### config.mk
export PLATFORM = sky130hd
export DESIGN_NAME = sga_config
export DESIGN_NICKNAME = d
export VERILOG_FILES = /design/src/rtl/sga_thresh.v /design/src/rtl/sga_config.v
export VERILOG_INCLUDE_DIRS = /design/src /design/src/rtl
export SDC_FILE = /design/constraint.sdc
export NUM_CORES = 1
export LEC_CHECK = 0
export BUFFER_PORTS_ARGS = -buffer_cell sky130_fd_sc_hd__buf_2
export CAP_MARGIN = 15
export CORE_ASPECT_RATIO = 0.6
export CORE_MARGIN = 8
export CORE_UTILIZATION = 55
export DETAILED_ROUTE_END_ITERATION = 6
export PLACE_DENSITY = 0.79
export SYNTH_ARGS = -nofsm -noshare
export SYNTH_HDL_FRONTEND = slang
export SYNTH_SLANG_ARGS = --single-unit
### constraint.sdc
create_clock -name clk_i -period 28.1 [get_ports clk_i]
set_input_delay 5.62 -clock clk_i [delete_from_list [all_inputs] [get_ports clk_i]]
set_output_delay 5.62 -clock clk_i [all_outputs]
set_load 0.01 [all_outputs]
### src/rtl/sga_consts.vh
`ifndef SGA_CONSTS_VH
`define SGA_CONSTS_VH

// ----------------------------------------------------------------------------
// Register offsets
// ----------------------------------------------------------------------------
`define SGA_ADDR_GAIN       8'hAA
`define SGA_ADDR_AGC_CTL    8'hB1
`define SGA_ADDR_HYST       8'hB3
`define SGA_ADDR_CEIL       8'hCF
`define SGA_ADDR_INT_STAT   8'hE0
`define SGA_ADDR_INT_MASK   8'hE1
`define SGA_ADDR_FLK_STAT   8'hE2

// ----------------------------------------------------------------------------
// Field positions
// ----------------------------------------------------------------------------
`define SGA_GAIN_MSB        4
`define SGA_GAIN_LSB        0
`define SGA_HIGH_MSB        7
`define SGA_HIGH_LSB        6
`define SGA_LOW_MSB         5
`define SGA_LOW_LSB         4
`define SGA_PERS_MSB        2
`define SGA_PERS_LSB        0
`define SGA_AGC_EN_BIT      2
`define SGA_CEIL_MSB        3
`define SGA_CEIL_LSB        0
`define SGA_INT_LOWER       0
`define SGA_INT_RAISE       1
`define SGA_INT_FLICKER     2

// ----------------------------------------------------------------------------
// Reset values and limits
// ----------------------------------------------------------------------------
`define SGA_GAIN_RST        5'h09
`define SGA_GAIN_TOP        5'h0A
`define SGA_CEIL_RST        4'h9
`define SGA_CEIL_TOP        4'hA
`define SGA_HIGH_RST        2'h3
`define SGA_LOW_RST         2'h3
`define SGA_PERS_RST        3'h2
`define SGA_AGC_EN_RST      1'b0
`define SGA_INT_RST         3'h0

// ----------------------------------------------------------------------------
// Thresholds in eighths of full scale: high 4..7, low 1..4
// ----------------------------------------------------------------------------
`define SGA_HIGH_BASE       4'h4
`define SGA_LOW_BASE        4'h1

`endif

### src/rtl/sga_thresh.v
`include "sga_consts.vh"

module sga_thresh #(
    parameter CNT_W  = 8,
    parameter SIZE_W = 16,
    parameter FS_W   = CNT_W + SIZE_W + 1
) (
    // Clock and reset
    input  wire              clk_i,
    input  wire              rstn_i,
    // Configuration
    input  wire [CNT_W-1:0]  step_count_i,
    input  wire [SIZE_W-1:0] step_size_i,
    input  wire [1:0]        high_code_i,
    input  wire [1:0]        low_code_i,
    // Thresholds
    output reg  [FS_W-1:0]   high_thr_o,
    output reg  [FS_W-1:0]   low_thr_o
);

    // ------------------------------------------------------------------------
    // Full scale
    // ------------------------------------------------------------------------
    wire [CNT_W:0]   cnt_p1;
    wire [SIZE_W:0]  size_p1;
    wire [FS_W-1:0]  full_scale;

    assign cnt_p1     = {1'b0, step_count_i} + {{CNT_W{1'b0}}, 1'b1};
    assign size_p1    = {1'b0, step_size_i} + {{SIZE_W{1'b0}}, 1'b1};
    assign full_scale = {{(FS_W-CNT_W-1){1'b0}}, cnt_p1} *
                        {{(FS_W-SIZE_W-1){1'b0}}, size_p1}; // [RULE_04]

    // Fraction in eighths; product kept wide so nothing is lost before the shift
    function [FS_W-1:0] frac8;
        input [FS_W-1:0] fs;
        input [3:0]      num;
        reg   [FS_W+3:0] p;
        begin
            p     = {4'h0, fs} * {{FS_W{1'b0}}, num};
            frac8 = p[FS_W+2:3];
        end
    endfunction

    // ------------------------------------------------------------------------
    // Registered thresholds
    // ------------------------------------------------------------------------
    always @(posedge clk_i) begin
        if (!rstn_i) begin
            high_thr_o <= {FS_W{1'b0}};
            low_thr_o  <= {FS_W{1'b0}};
        end else begin
            high_thr_o <= frac8(full_scale, `SGA_HIGH_BASE + {2'b00, high_code_i}); // [RULE_02]
            low_thr_o  <= frac8(full_scale, `SGA_LOW_BASE + {2'b00, low_code_i});   // [RULE_03]
        end
    end

endmodule // sga_thresh

### src/rtl/sga_config.v
// Summary of operation
// [RULE_01] Gain code in bits 4:0 selects 0.5x at code 0 doubling up to 512x at code 10, reset 9.
// [RULE_02] With AGC on, gain steps down when data reaches 50/62.5/75/87.5 % of full scale.
// [RULE_03] With AGC on, gain steps up when data falls to 12.5/25/37.5/50 % of full scale.
// [RULE_04] Full scale is (step count + 1) times (step size + 1), computed internally.
// [RULE_05] Flicker status and its interrupt change only after 2^(code-1) differing results.
// [RULE_06] Automatic gain adjustment runs only while the AGC enable bit 2 is set, reset clear.
// [RULE_07] AGC never raises gain above the 4-bit ceiling in bits 3:0, reset 256x.
// [RULE_08] AGC gain stays within 0..10; unused codes and reserved bits have no effect.
`include "sga_consts.vh"

module sga_config #(
    parameter CNT_W  = 8,
    parameter SIZE_W = 16,
    parameter FS_W   = CNT_W + SIZE_W + 1
) (
    // Clock and reset
    input  wire              clk_i,
    input  wire              rstn_i,
    // Register port
    input  wire [7:0]        addr_i,
    input  wire [7:0]        wdata_i,
    input  wire              wr_i,
    input  wire              rd_i,
    output reg  [7:0]        rdata_o,
    // Measurement side
    input  wire [CNT_W-1:0]  integration_step_count_i,
    input  wire [SIZE_W-1:0] integration_step_size_i,
    input  wire              data_valid_i,
    input  wire [FS_W-1:0]   data_peak_i,
    input  wire              flicker_valid_i,
    input  wire              flicker_result_i,
    // Status and control out
    output wire [4:0]        spectral_gain_code_o,
    output wire              spectral_agc_enable_o,
    output wire              flicker_status_o,
    output wire              system_interrupt_o
);

    // ------------------------------------------------------------------------
    // State
    // ------------------------------------------------------------------------
    reg  [4:0]      gain_reg;
    reg  [4:0]      gain_next;
    reg  [1:0]      high_reg;
    reg  [1:0]      low_reg;
    reg  [2:0]      pers_reg;
    reg             agc_en_reg;
    reg  [3:0]      ceil_reg;
    reg  [2:0]      int_stat_reg;
    reg  [2:0]      int_stat_next;
    reg  [2:0]      int_mask_reg;
    reg             flk_stat_reg;
    reg  [6:0]      flk_cnt_reg;
    reg  [6:0]      flk_cnt_next;
    reg             flk_stat_next;
    reg             ev_lower;
    reg             ev_raise;
    reg             ev_flicker;
    wire [FS_W-1:0] high_thr;
    wire [FS_W-1:0] low_thr;
    wire            wr_gain;
    wire            wr_hyst;
    wire            wr_ctl;
    wire            wr_ceil;

    assign wr_gain = wr_i && (addr_i == `SGA_ADDR_GAIN);
    assign wr_hyst = wr_i && (addr_i == `SGA_ADDR_HYST);
    assign wr_ctl  = wr_i && (addr_i == `SGA_ADDR_AGC_CTL);
    assign wr_ceil = wr_i && (addr_i == `SGA_ADDR_CEIL);

    // Run length of the flicker persistence filter; code 0 treated as one result
    function [6:0] run_len;
        input [2:0] code;
        begin
            if (code == 3'h0)
                run_len = 7'h01;
            else
                run_len = 7'h01 << (code - 3'h1);
        end
    endfunction

    // ------------------------------------------------------------------------
    // Threshold computation
    // ------------------------------------------------------------------------
    // Thresholds are registered, so a config change applies one cycle later
    sga_thresh #(
        .CNT_W  (CNT_W),
        .SIZE_W (SIZE_W),
        .FS_W   (FS_W)
    ) u_thresh (
        .clk_i        (clk_i),
        .rstn_i       (rstn_i),
        .step_count_i (integration_step_count_i),
        .step_size_i  (integration_step_size_i),
        .high_code_i  (high_reg),
        .low_code_i   (low_reg),
        .high_thr_o   (high_thr),
        .low_thr_o    (low_thr)
    );

    // ------------------------------------------------------------------------
    // Gain control
    // ------------------------------------------------------------------------
    // A software write of a valid code wins over an AGC step in the same cycle
    always @* begin
        gain_next = gain_reg;
        ev_lower  = 1'b0;
        ev_raise  = 1'b0;
        if (agc_en_reg && data_valid_i) begin // [RULE_06]
            if (data_peak_i >= high_thr) begin // [RULE_02]
                if (gain_reg != 5'h00) begin // [RULE_08]
                    gain_next = gain_reg - 5'h01;
                    ev_lower  = 1'b1;
                end
            end else if (data_peak_i <= low_thr) begin // [RULE_03]
                if ((gain_reg < {1'b0, ceil_reg}) && (gain_reg < `SGA_GAIN_TOP)) begin // [RULE_07]
                    gain_next = gain_reg + 5'h01;
                    ev_raise  = 1'b1;
                end
            end
        end
        if (wr_gain && (wdata_i[`SGA_GAIN_MSB:`SGA_GAIN_LSB] <= `SGA_GAIN_TOP)) begin // [RULE_08]
            gain_next = wdata_i[`SGA_GAIN_MSB:`SGA_GAIN_LSB]; // [RULE_01]
            ev_lower  = 1'b0;
            ev_raise  = 1'b0;
        end
    end

    // ------------------------------------------------------------------------
    // Flicker persistence
    // ------------------------------------------------------------------------
    always @* begin
        flk_cnt_next  = flk_cnt_reg;
        flk_stat_next = flk_stat_reg;
        ev_flicker    = 1'b0;
        if (flicker_valid_i) begin
            if (flicker_result_i != flk_stat_reg) begin
                if ((flk_cnt_reg + 7'h01) >= run_len(pers_reg)) begin // [RULE_05]
                    flk_stat_next = flicker_result_i;
                    flk_cnt_next  = 7'h00;
                    ev_flicker    = 1'b1;
                end else begin
                    flk_cnt_next = flk_cnt_reg + 7'h01;
                end
            end else begin
                flk_cnt_next = 7'h00;
            end
        end
    end

    // ------------------------------------------------------------------------
    // Interrupt status
    // ------------------------------------------------------------------------
    // A new event in the clearing cycle survives the clear
    always @* begin
        int_stat_next = int_stat_reg;
        if (wr_i && (addr_i == `SGA_ADDR_INT_STAT))
            int_stat_next = int_stat_reg & ~wdata_i[2:0];
        int_stat_next[`SGA_INT_LOWER]   = int_stat_next[`SGA_INT_LOWER] | ev_lower;
        int_stat_next[`SGA_INT_RAISE]   = int_stat_next[`SGA_INT_RAISE] | ev_raise;
        int_stat_next[`SGA_INT_FLICKER] = int_stat_next[`SGA_INT_FLICKER] | ev_flicker; // [RULE_05]
    end

    // ------------------------------------------------------------------------
    // Registers
    // ------------------------------------------------------------------------
    always @(posedge clk_i) begin
        if (!rstn_i) begin
            gain_reg     <= `SGA_GAIN_RST; // [RULE_01]
            high_reg     <= `SGA_HIGH_RST;
            low_reg      <= `SGA_LOW_RST;
            pers_reg     <= `SGA_PERS_RST;
            agc_en_reg   <= `SGA_AGC_EN_RST; // [RULE_06]
            ceil_reg     <= `SGA_CEIL_RST; // [RULE_07]
            int_stat_reg <= `SGA_INT_RST;
            int_mask_reg <= `SGA_INT_RST;
            flk_stat_reg <= 1'b0;
            flk_cnt_reg  <= 7'h00;
        end else begin
            gain_reg     <= gain_next;
            int_stat_reg <= int_stat_next;
            flk_stat_reg <= flk_stat_next;
            flk_cnt_reg  <= flk_cnt_next;
            if (wr_hyst) begin
                high_reg <= wdata_i[`SGA_HIGH_MSB:`SGA_HIGH_LSB];
                low_reg  <= wdata_i[`SGA_LOW_MSB:`SGA_LOW_LSB];
                pers_reg <= wdata_i[`SGA_PERS_MSB:`SGA_PERS_LSB];
            end
            if (wr_ctl)
                agc_en_reg <= wdata_i[`SGA_AGC_EN_BIT];
            if (wr_ceil && (wdata_i[`SGA_CEIL_MSB:`SGA_CEIL_LSB] <= `SGA_CEIL_TOP)) // [RULE_08]
                ceil_reg <= wdata_i[`SGA_CEIL_MSB:`SGA_CEIL_LSB];
            if (wr_i && (addr_i == `SGA_ADDR_INT_MASK))
                int_mask_reg <= wdata_i[2:0];
        end
    end

    // ------------------------------------------------------------------------
    // Read port
    // ------------------------------------------------------------------------
    // Data stands only in the cycle after the strobe; unmapped reads give zero
    always @(posedge clk_i) begin
        if (!rstn_i) begin
            rdata_o <= 8'h00;
        end else if (rd_i) begin
            case (addr_i)
                `SGA_ADDR_GAIN:     rdata_o <= {3'h0, gain_reg};
                `SGA_ADDR_HYST:     rdata_o <= {high_reg, low_reg, 1'b0, pers_reg};
                `SGA_ADDR_AGC_CTL:  rdata_o <= {5'h00, agc_en_reg, 2'h0};
                `SGA_ADDR_CEIL:     rdata_o <= {4'h0, ceil_reg};
                `SGA_ADDR_INT_STAT: rdata_o <= {5'h00, int_stat_reg};
                `SGA_ADDR_INT_MASK: rdata_o <= {5'h00, int_mask_reg};
                `SGA_ADDR_FLK_STAT: rdata_o <= {7'h00, flk_stat_reg};
                default:            rdata_o <= 8'h00;
            endcase
        end else begin
            rdata_o <= 8'h00;
        end
    end

    assign spectral_gain_code_o  = gain_reg;
    assign spectral_agc_enable_o = agc_en_reg;
    assign flicker_status_o      = flk_stat_reg;
    assign system_interrupt_o    = |(int_stat_reg & int_mask_reg);

endmodule // sga_config

=== Word-level counts from Yosys, hierarchy flattened ===
Index checks and enable logic that the tools add are counted.

* Reductions and logical operators: 19
* Multiply operators: 3
* Equal/unequal tests: 9
* Bitwise operators: 6
* Muxes and demuxes: 25
* Shifts and indexed selects: 1
* $add $sub $neg: 8
* $lt $le $gt $ge: 7

{| class="wikitable"
|+ Operators with widths
! kind !! number
|-
| == test 8 bit, second input constant || 7
|-
| multiplier 25 x 4 -> 28 bit || 2
|-
| one-hot mux 8 bit (7 select lines) || 1
|-
| 2-to-1 mux 7 bit || 5
|-
| 2-to-1 mux 5 bit || 6
|-
| greater-or-equal comparator 25 bit || 1
|-
| <= comparator 25 bit || 1
|-
| multiplier 9 x 17 -> 25 bit || 1
|-
| adder 16 x 1 -> 17 bit, second input constant || 1
|-
| 2-to-1 mux 1 bit || 12
|-
| logical AND 1 bit || 10
|-
| adder 8 x 1 -> 9 bit, second input constant || 1
|-
| adder 7 x 1 -> 7 bit, second input constant || 1
|-
| greater-or-equal comparator 7 bit || 1
|-
| left shift 1 x 3 -> 7 bit, first input constant || 1
|-
| bitwise AND 3 bit || 2
|-
| nonzero test 3 bit || 2
|-
| adder 5 x 1 -> 5 bit, second input constant || 1
|-
| <= comparator 5 x 4 -> 1 bit, second input constant || 1
|-
| < comparator 5 x 4 -> 1 bit || 1
|-
| < comparator 5 x 4 -> 1 bit, second input constant || 1
|-
| nonzero test 5 bit || 1
|-
| subtractor 5 x 1 -> 5 bit, second input constant || 1
|-
| adder 3 x 2 -> 4 bit, first input constant || 1
|-
| other kinds (14) || 16
|}

* Register bits: 89
* Output and inout port bits: 16

=== Logic depth before layout (Yosys ltp) ===
* Depth in word-level cells: 10
* Gate-level depth with buffers: 36
* Depth with buffers taken out: 36

=== By module ===
A second synthesis with hierarchy kept.

* Cells, all modules: 1944
* Area total of the unflattened synthesis: 15114.5 um^2

{| class="wikitable"
|+ Modules (own cells, without submodules)
! module !! cells an instance !! times used !! area each (um^2) !! seq. area each (um^2)
|-
| sga_thresh || 1491 || 1 || 11496.0 || 1001.0
|-
| sga_config || 453 || 1 || 3618.5 || 780.7
|}

=== Worst setup path after synthesis ===
Ideal clock, no wire load.

* Path kind: input -> register
* From: input integration_step_size_i[0]
* To: register u_thresh.high_thr_o[22]
* Arrival: 13066 ps
* Data required time: 27972 ps
* Stages on the path: 35
* Path slack: 14907 ps
* Library setup time: 128 ps
* Cell sequence: ha_1 -> nand2_1 -> nor2_1 -> and3_1 -> xor2_1 -> nand2_1 -> fa_1 -> inv_1 -> fa_1 -> fa_1 -> inv_1 -> fa_1 -> inv_1 -> ha_1 -> and3_1 -> a31oi_1 -> o21ai_0 -> a21oi_1 -> o21bai_1 -> a21oi_1 -> xnor2_1 -> and2_1 -> ha_1 -> inv_1 -> fa_1 -> inv_1 -> ha_1 -> a21oi_1 -> o21bai_1 -> a21oi_1 -> o221ai_1 -> a31oi_1 -> o41ai_2 -> xnor2_1 -> nor2_1

* Cells in the longest elaborated chain, start to end: 3

{| class="wikitable"
|+ RTL lines
! element !! RTL line !! text
|-
| from (decl) || sga_config.v:28 || <nowiki>input wire [SIZE_W-1:0] integration_step_size_i,</nowiki>
|-
| adder 16 x 1 -> 17 bit || sga_thresh.v:29 || <nowiki>assign size_p1 = {1'b0, step_size_i} + {{SIZE_W{1'b0}}, 1'b1};</nowiki>
|-
| multiplier 9 x 17 -> 25 bit || sga_thresh.v:30 || <nowiki>assign full_scale = {{(FS_W-CNT_W-1){1'b0}}, cnt_p1} *</nowiki>
|-
| multiplier 25 x 4 -> 28 bit || sga_thresh.v:39 || <nowiki>p = {4'h0, fs} * {{FS_W{1'b0}}, num};</nowiki>
|-
| to (signal assigned) || sga_thresh.v:49 || <nowiki>high_thr_o <= {FS_W{1'b0}};</nowiki>
|-
| to (signal assigned) || sga_thresh.v:52 || <nowiki>high_thr_o <= frac8(full_scale, `SGA_HIGH_BASE + {2'b00, high_code_i});</nowiki>
|-
| to (decl) || sga_thresh.v:17 || <nowiki>output reg [FS_W-1:0] high_thr_o,</nowiki>
|}

Every way passes these cells.
A chain may end at the register's enable or synchronous reset.

=== Final worst setup path ===
* From: input integration_step_size_i[0]
* To: register u_thresh.high_thr_o[23]

The elaborated chain is that of the path after synthesis.

==> flow_metrics.tcl <==
set metrics [dict create \
    cts-resized-gates 0 \
    timing.rr.end "u_thresh.low_thr_o[21]" \
    grtUsageMet1_pct 34.4 \
    synth_largest_area_cell "fa_1" \
    syn_nets 2212 \
    yosys.area_share.simple_pct 21.0 \
    grt_pass1_wl_mm 62.9 \
    slew_headroom_pct 20.4 \
    max_clock_freq_mhz 68.2 \
    crit_path_end_kind "register" \
    synthMuxAreaShare_pct 0.575 \
    setup_tns_ns 0 \
    synth-compound-area-share_pct 12.6 \
    final_antenna_net_count 0 \
    async_reset_ff_share_pct 0 \
    cts_setup_buffers 0 \
    synth_area_per_cell_um2 7.98 \
    crit_fanout 15 \
    vias_per_cell 5.66 \
    busiest_layer "met2" \
    core_area_mm2 0.0254 \
    synth_fa_ha_area_share_pct 37.7 \
    finalHoldViolations 0 \
    cts_buffers 9 \
    grt_max_degree 63 \
    finalCriticalPeriod_ns 14.66 \
    yosys.area.top_type_share_pct 21.3 \
    grt_setup_unrepaired "false" \
    cts_tree "built" \
    fin_nets 2283 \
    drive_above_1_share_pct 7.52 \
    drcViolationCount 0 \
    synth_edf_count 0 \
    status "completed" \
    synth_commonest_cells "inv_1, nand2_1, ha_1, nor2_1, fa_1" \
    yosysSeqAreaShare_pct 12.4 \
    grt_use_total_pct 23.9 \
    synth_area_mm2 0.0144 \
    vias 12600 \
    fp.dieH_um 141 \
    die-area_mm2 0.0317 \
    startpoint "integration_step_size_i[0]" \
    use_met3_pct 5.92 \
    start_kind "input pin" \
    yosys.cell_types.count 71 \
    die_x_um 225 \
    cts_buffer_depth 2 \
    cts_hold_buf 0 \
    cts.htree.levels 3 \
    first_pass_iters 5 \
    r2r_cells 14 \
    netlist_instances 1799 \
    synth_xor_xnor_area_share_pct 6.34 \
    cpPeakStageDelay_ns 0.58 \
    yosys_most_used_dff "dfxtp_1" \
    holdCritPathClass "reg2reg" \
    final-max-slew-violation-count 0 \
    synth_top_family_by_area "adder cells" \
    max_cap_viol_count 0 \
    period_share_pct 52.2 \
    hold_end "rdata_o[6]" \
    r2r_start "low_reg[1]" \
    wl_per_cell_um 16.5 \
    cp.required_ns 28.29 \
    hold_depth 1 \
    top_regs "u_thresh.high_thr_o x25, u_thresh.low_thr_o x25, rdata_o x8" \
    insertedDiodeCount 0 \
    worstMarginPinSlew_ns 1.18 \
    drt_iter0_drc 1024 \
    start_util_pct 56.4 \
    gp_congestion 0.970 \
    synthToLayoutAreaGrowth_pct 7.79 \
    grt.overflow.total 0 \
    yosysWarningCount 0 \
    clock_skew_ns 0.0104 \
    hpwlAfterDp_mm 30.5 \
    cts_root_buf "clkbuf_16" \
    ys_seq_elements 89 \
    grt_pass1_vias 12700 \
    arrival_ns 14.86 \
    setup_viol 0 \
    clk-insertion-delay-late_ns 0.35 \
    grt_util_met2_pct 36.5 \
    wl_mm 36.8 \
    ios 88 \
    clkSlewWorstSetupHoldPaths_ns 0.06 \
    antenna_found_initial 0 \
    synth.most_common_cell "inv_1" \
    regToRegSetupSlack_ns 23.11 \
    crit_type "in2reg" \
    portBuffers 87 \
    rows 45 \
    worstHoldStart "high_reg[0]" \
    synth_area_leaders "fa_1, ha_1, dfxtp_1" \
    cp_slowest_cell "xor2_1" \
    clock-sinks 89 \
]
critical path, delay by kind of cell:
| family | cells | cell delay, ns |
|---|---|---|
| xor gates and xnor gates | 3 | 0.92 |
| adders and majority gates | 9 | 3.92 |
| AOI/OAI and AO/OA | 10 | 2.30 |
| buffers and inverters | 6 | 0.50 |
| and+or+nand+nor | 8 | 1.55 |
worst max-delay path by stage:
stage / slack, ns / cells after the start / end
final: 13.44 / 36 / u_thresh.high_thr_o[23]
after global routing: 12.68 / 36 / u_thresh.high_thr_o[23]
after CTS: 13.55 / 36 / u_thresh.high_thr_o[23]
after detailed placement: 13.21 / 36 / u_thresh.high_thr_o[23]
after global placement: 13.44 / 35 / u_thresh.high_thr_o[22]
after floorplan: 14.91 / 35 / u_thresh.high_thr_o[22]
per-stage QoR:
stage / std cells / utilization [%] / setup WS [ns] / cell area, um^2 / hold slack, ns
2_1_floorplan: 1799 / - / 14.91 / 14400 / 0.445
3_3_place_gp: 2210 / 59.6 / 13.44 / 15200 / 0.441
3_5_place_dp: 2210 / 59.6 / 13.21 / 15200 / 0.445
4_1_cts: 2226 / 60.8 / 13.55 / 15500 / 0.465
5_1_grt: 2227 / 60.8 / 12.68 / 15500 / 0.490
6_report: 2227 / 60.8 / 13.44 / 15500 / 0.467
routing by layer:
layer / up-vias / part of all wire, % / routed length (um)
met3: 48 / 9.4 / 3460
met4: 0 / 1.2 / 425
met5: - / 0 / 0
met2: 442 / 42 / 15700
li1: 5998 / - / -
met1: 6125 / 47 / 17300
cell usage in the layout (no fill, tap or decap), drive strengths merged, types with 13 or more instances in the layout:
| master | Yosys | final |
|---|---|---|
| xnor2 | 61 | 61 |
| o21ai | 41 | 41 |
| fa | 153 | 153 |
| inv | 324 | 324 |
| nor2 | 159 | 159 |
| nand2 | 204 | 204 |
| nand4 | 19 | 19 |
| a21oi | 80 | 80 |
| and3 | 18 | 18 |
| a21o | 29 | 29 |
| a31oi | 13 | 13 |
| xor2 | 43 | 43 |
| o211ai | 14 | 14 |
| nand2b | 52 | 52 |
| nand3 | 55 | 55 |
| and2 | 51 | 51 |
| dfxtp | 89 | 89 |
| nor3 | 26 | 26 |
| buf | 2 | 96 |
| ha | 188 | 188 |
cell families after synthesis:
kind of cell,after synthesis
and+or+nand+nor,634
AOI/OAI and AO/OA,263
buffers and inverters,360
DFF,89
adders and majority gates,341
xor gates and xnor gates,104
muxes,8
final cells by class:
class | instances | area, um^2
Tap cell | 352 | 440
Clock inverter | 5 | 80.1
Clock buffer | 11 | 233
Fill cell | 2295 | 9970
Inverter | 324 | 1220
Multi-Input combinational cell | 1350 | 11200
Timing Repair Buffer | 96 | 503
Sequential cell | 89 | 1780
Power is not shown: default switching activity piles up to over one toggle a cycle in this logic, so the estimate is an artifact.
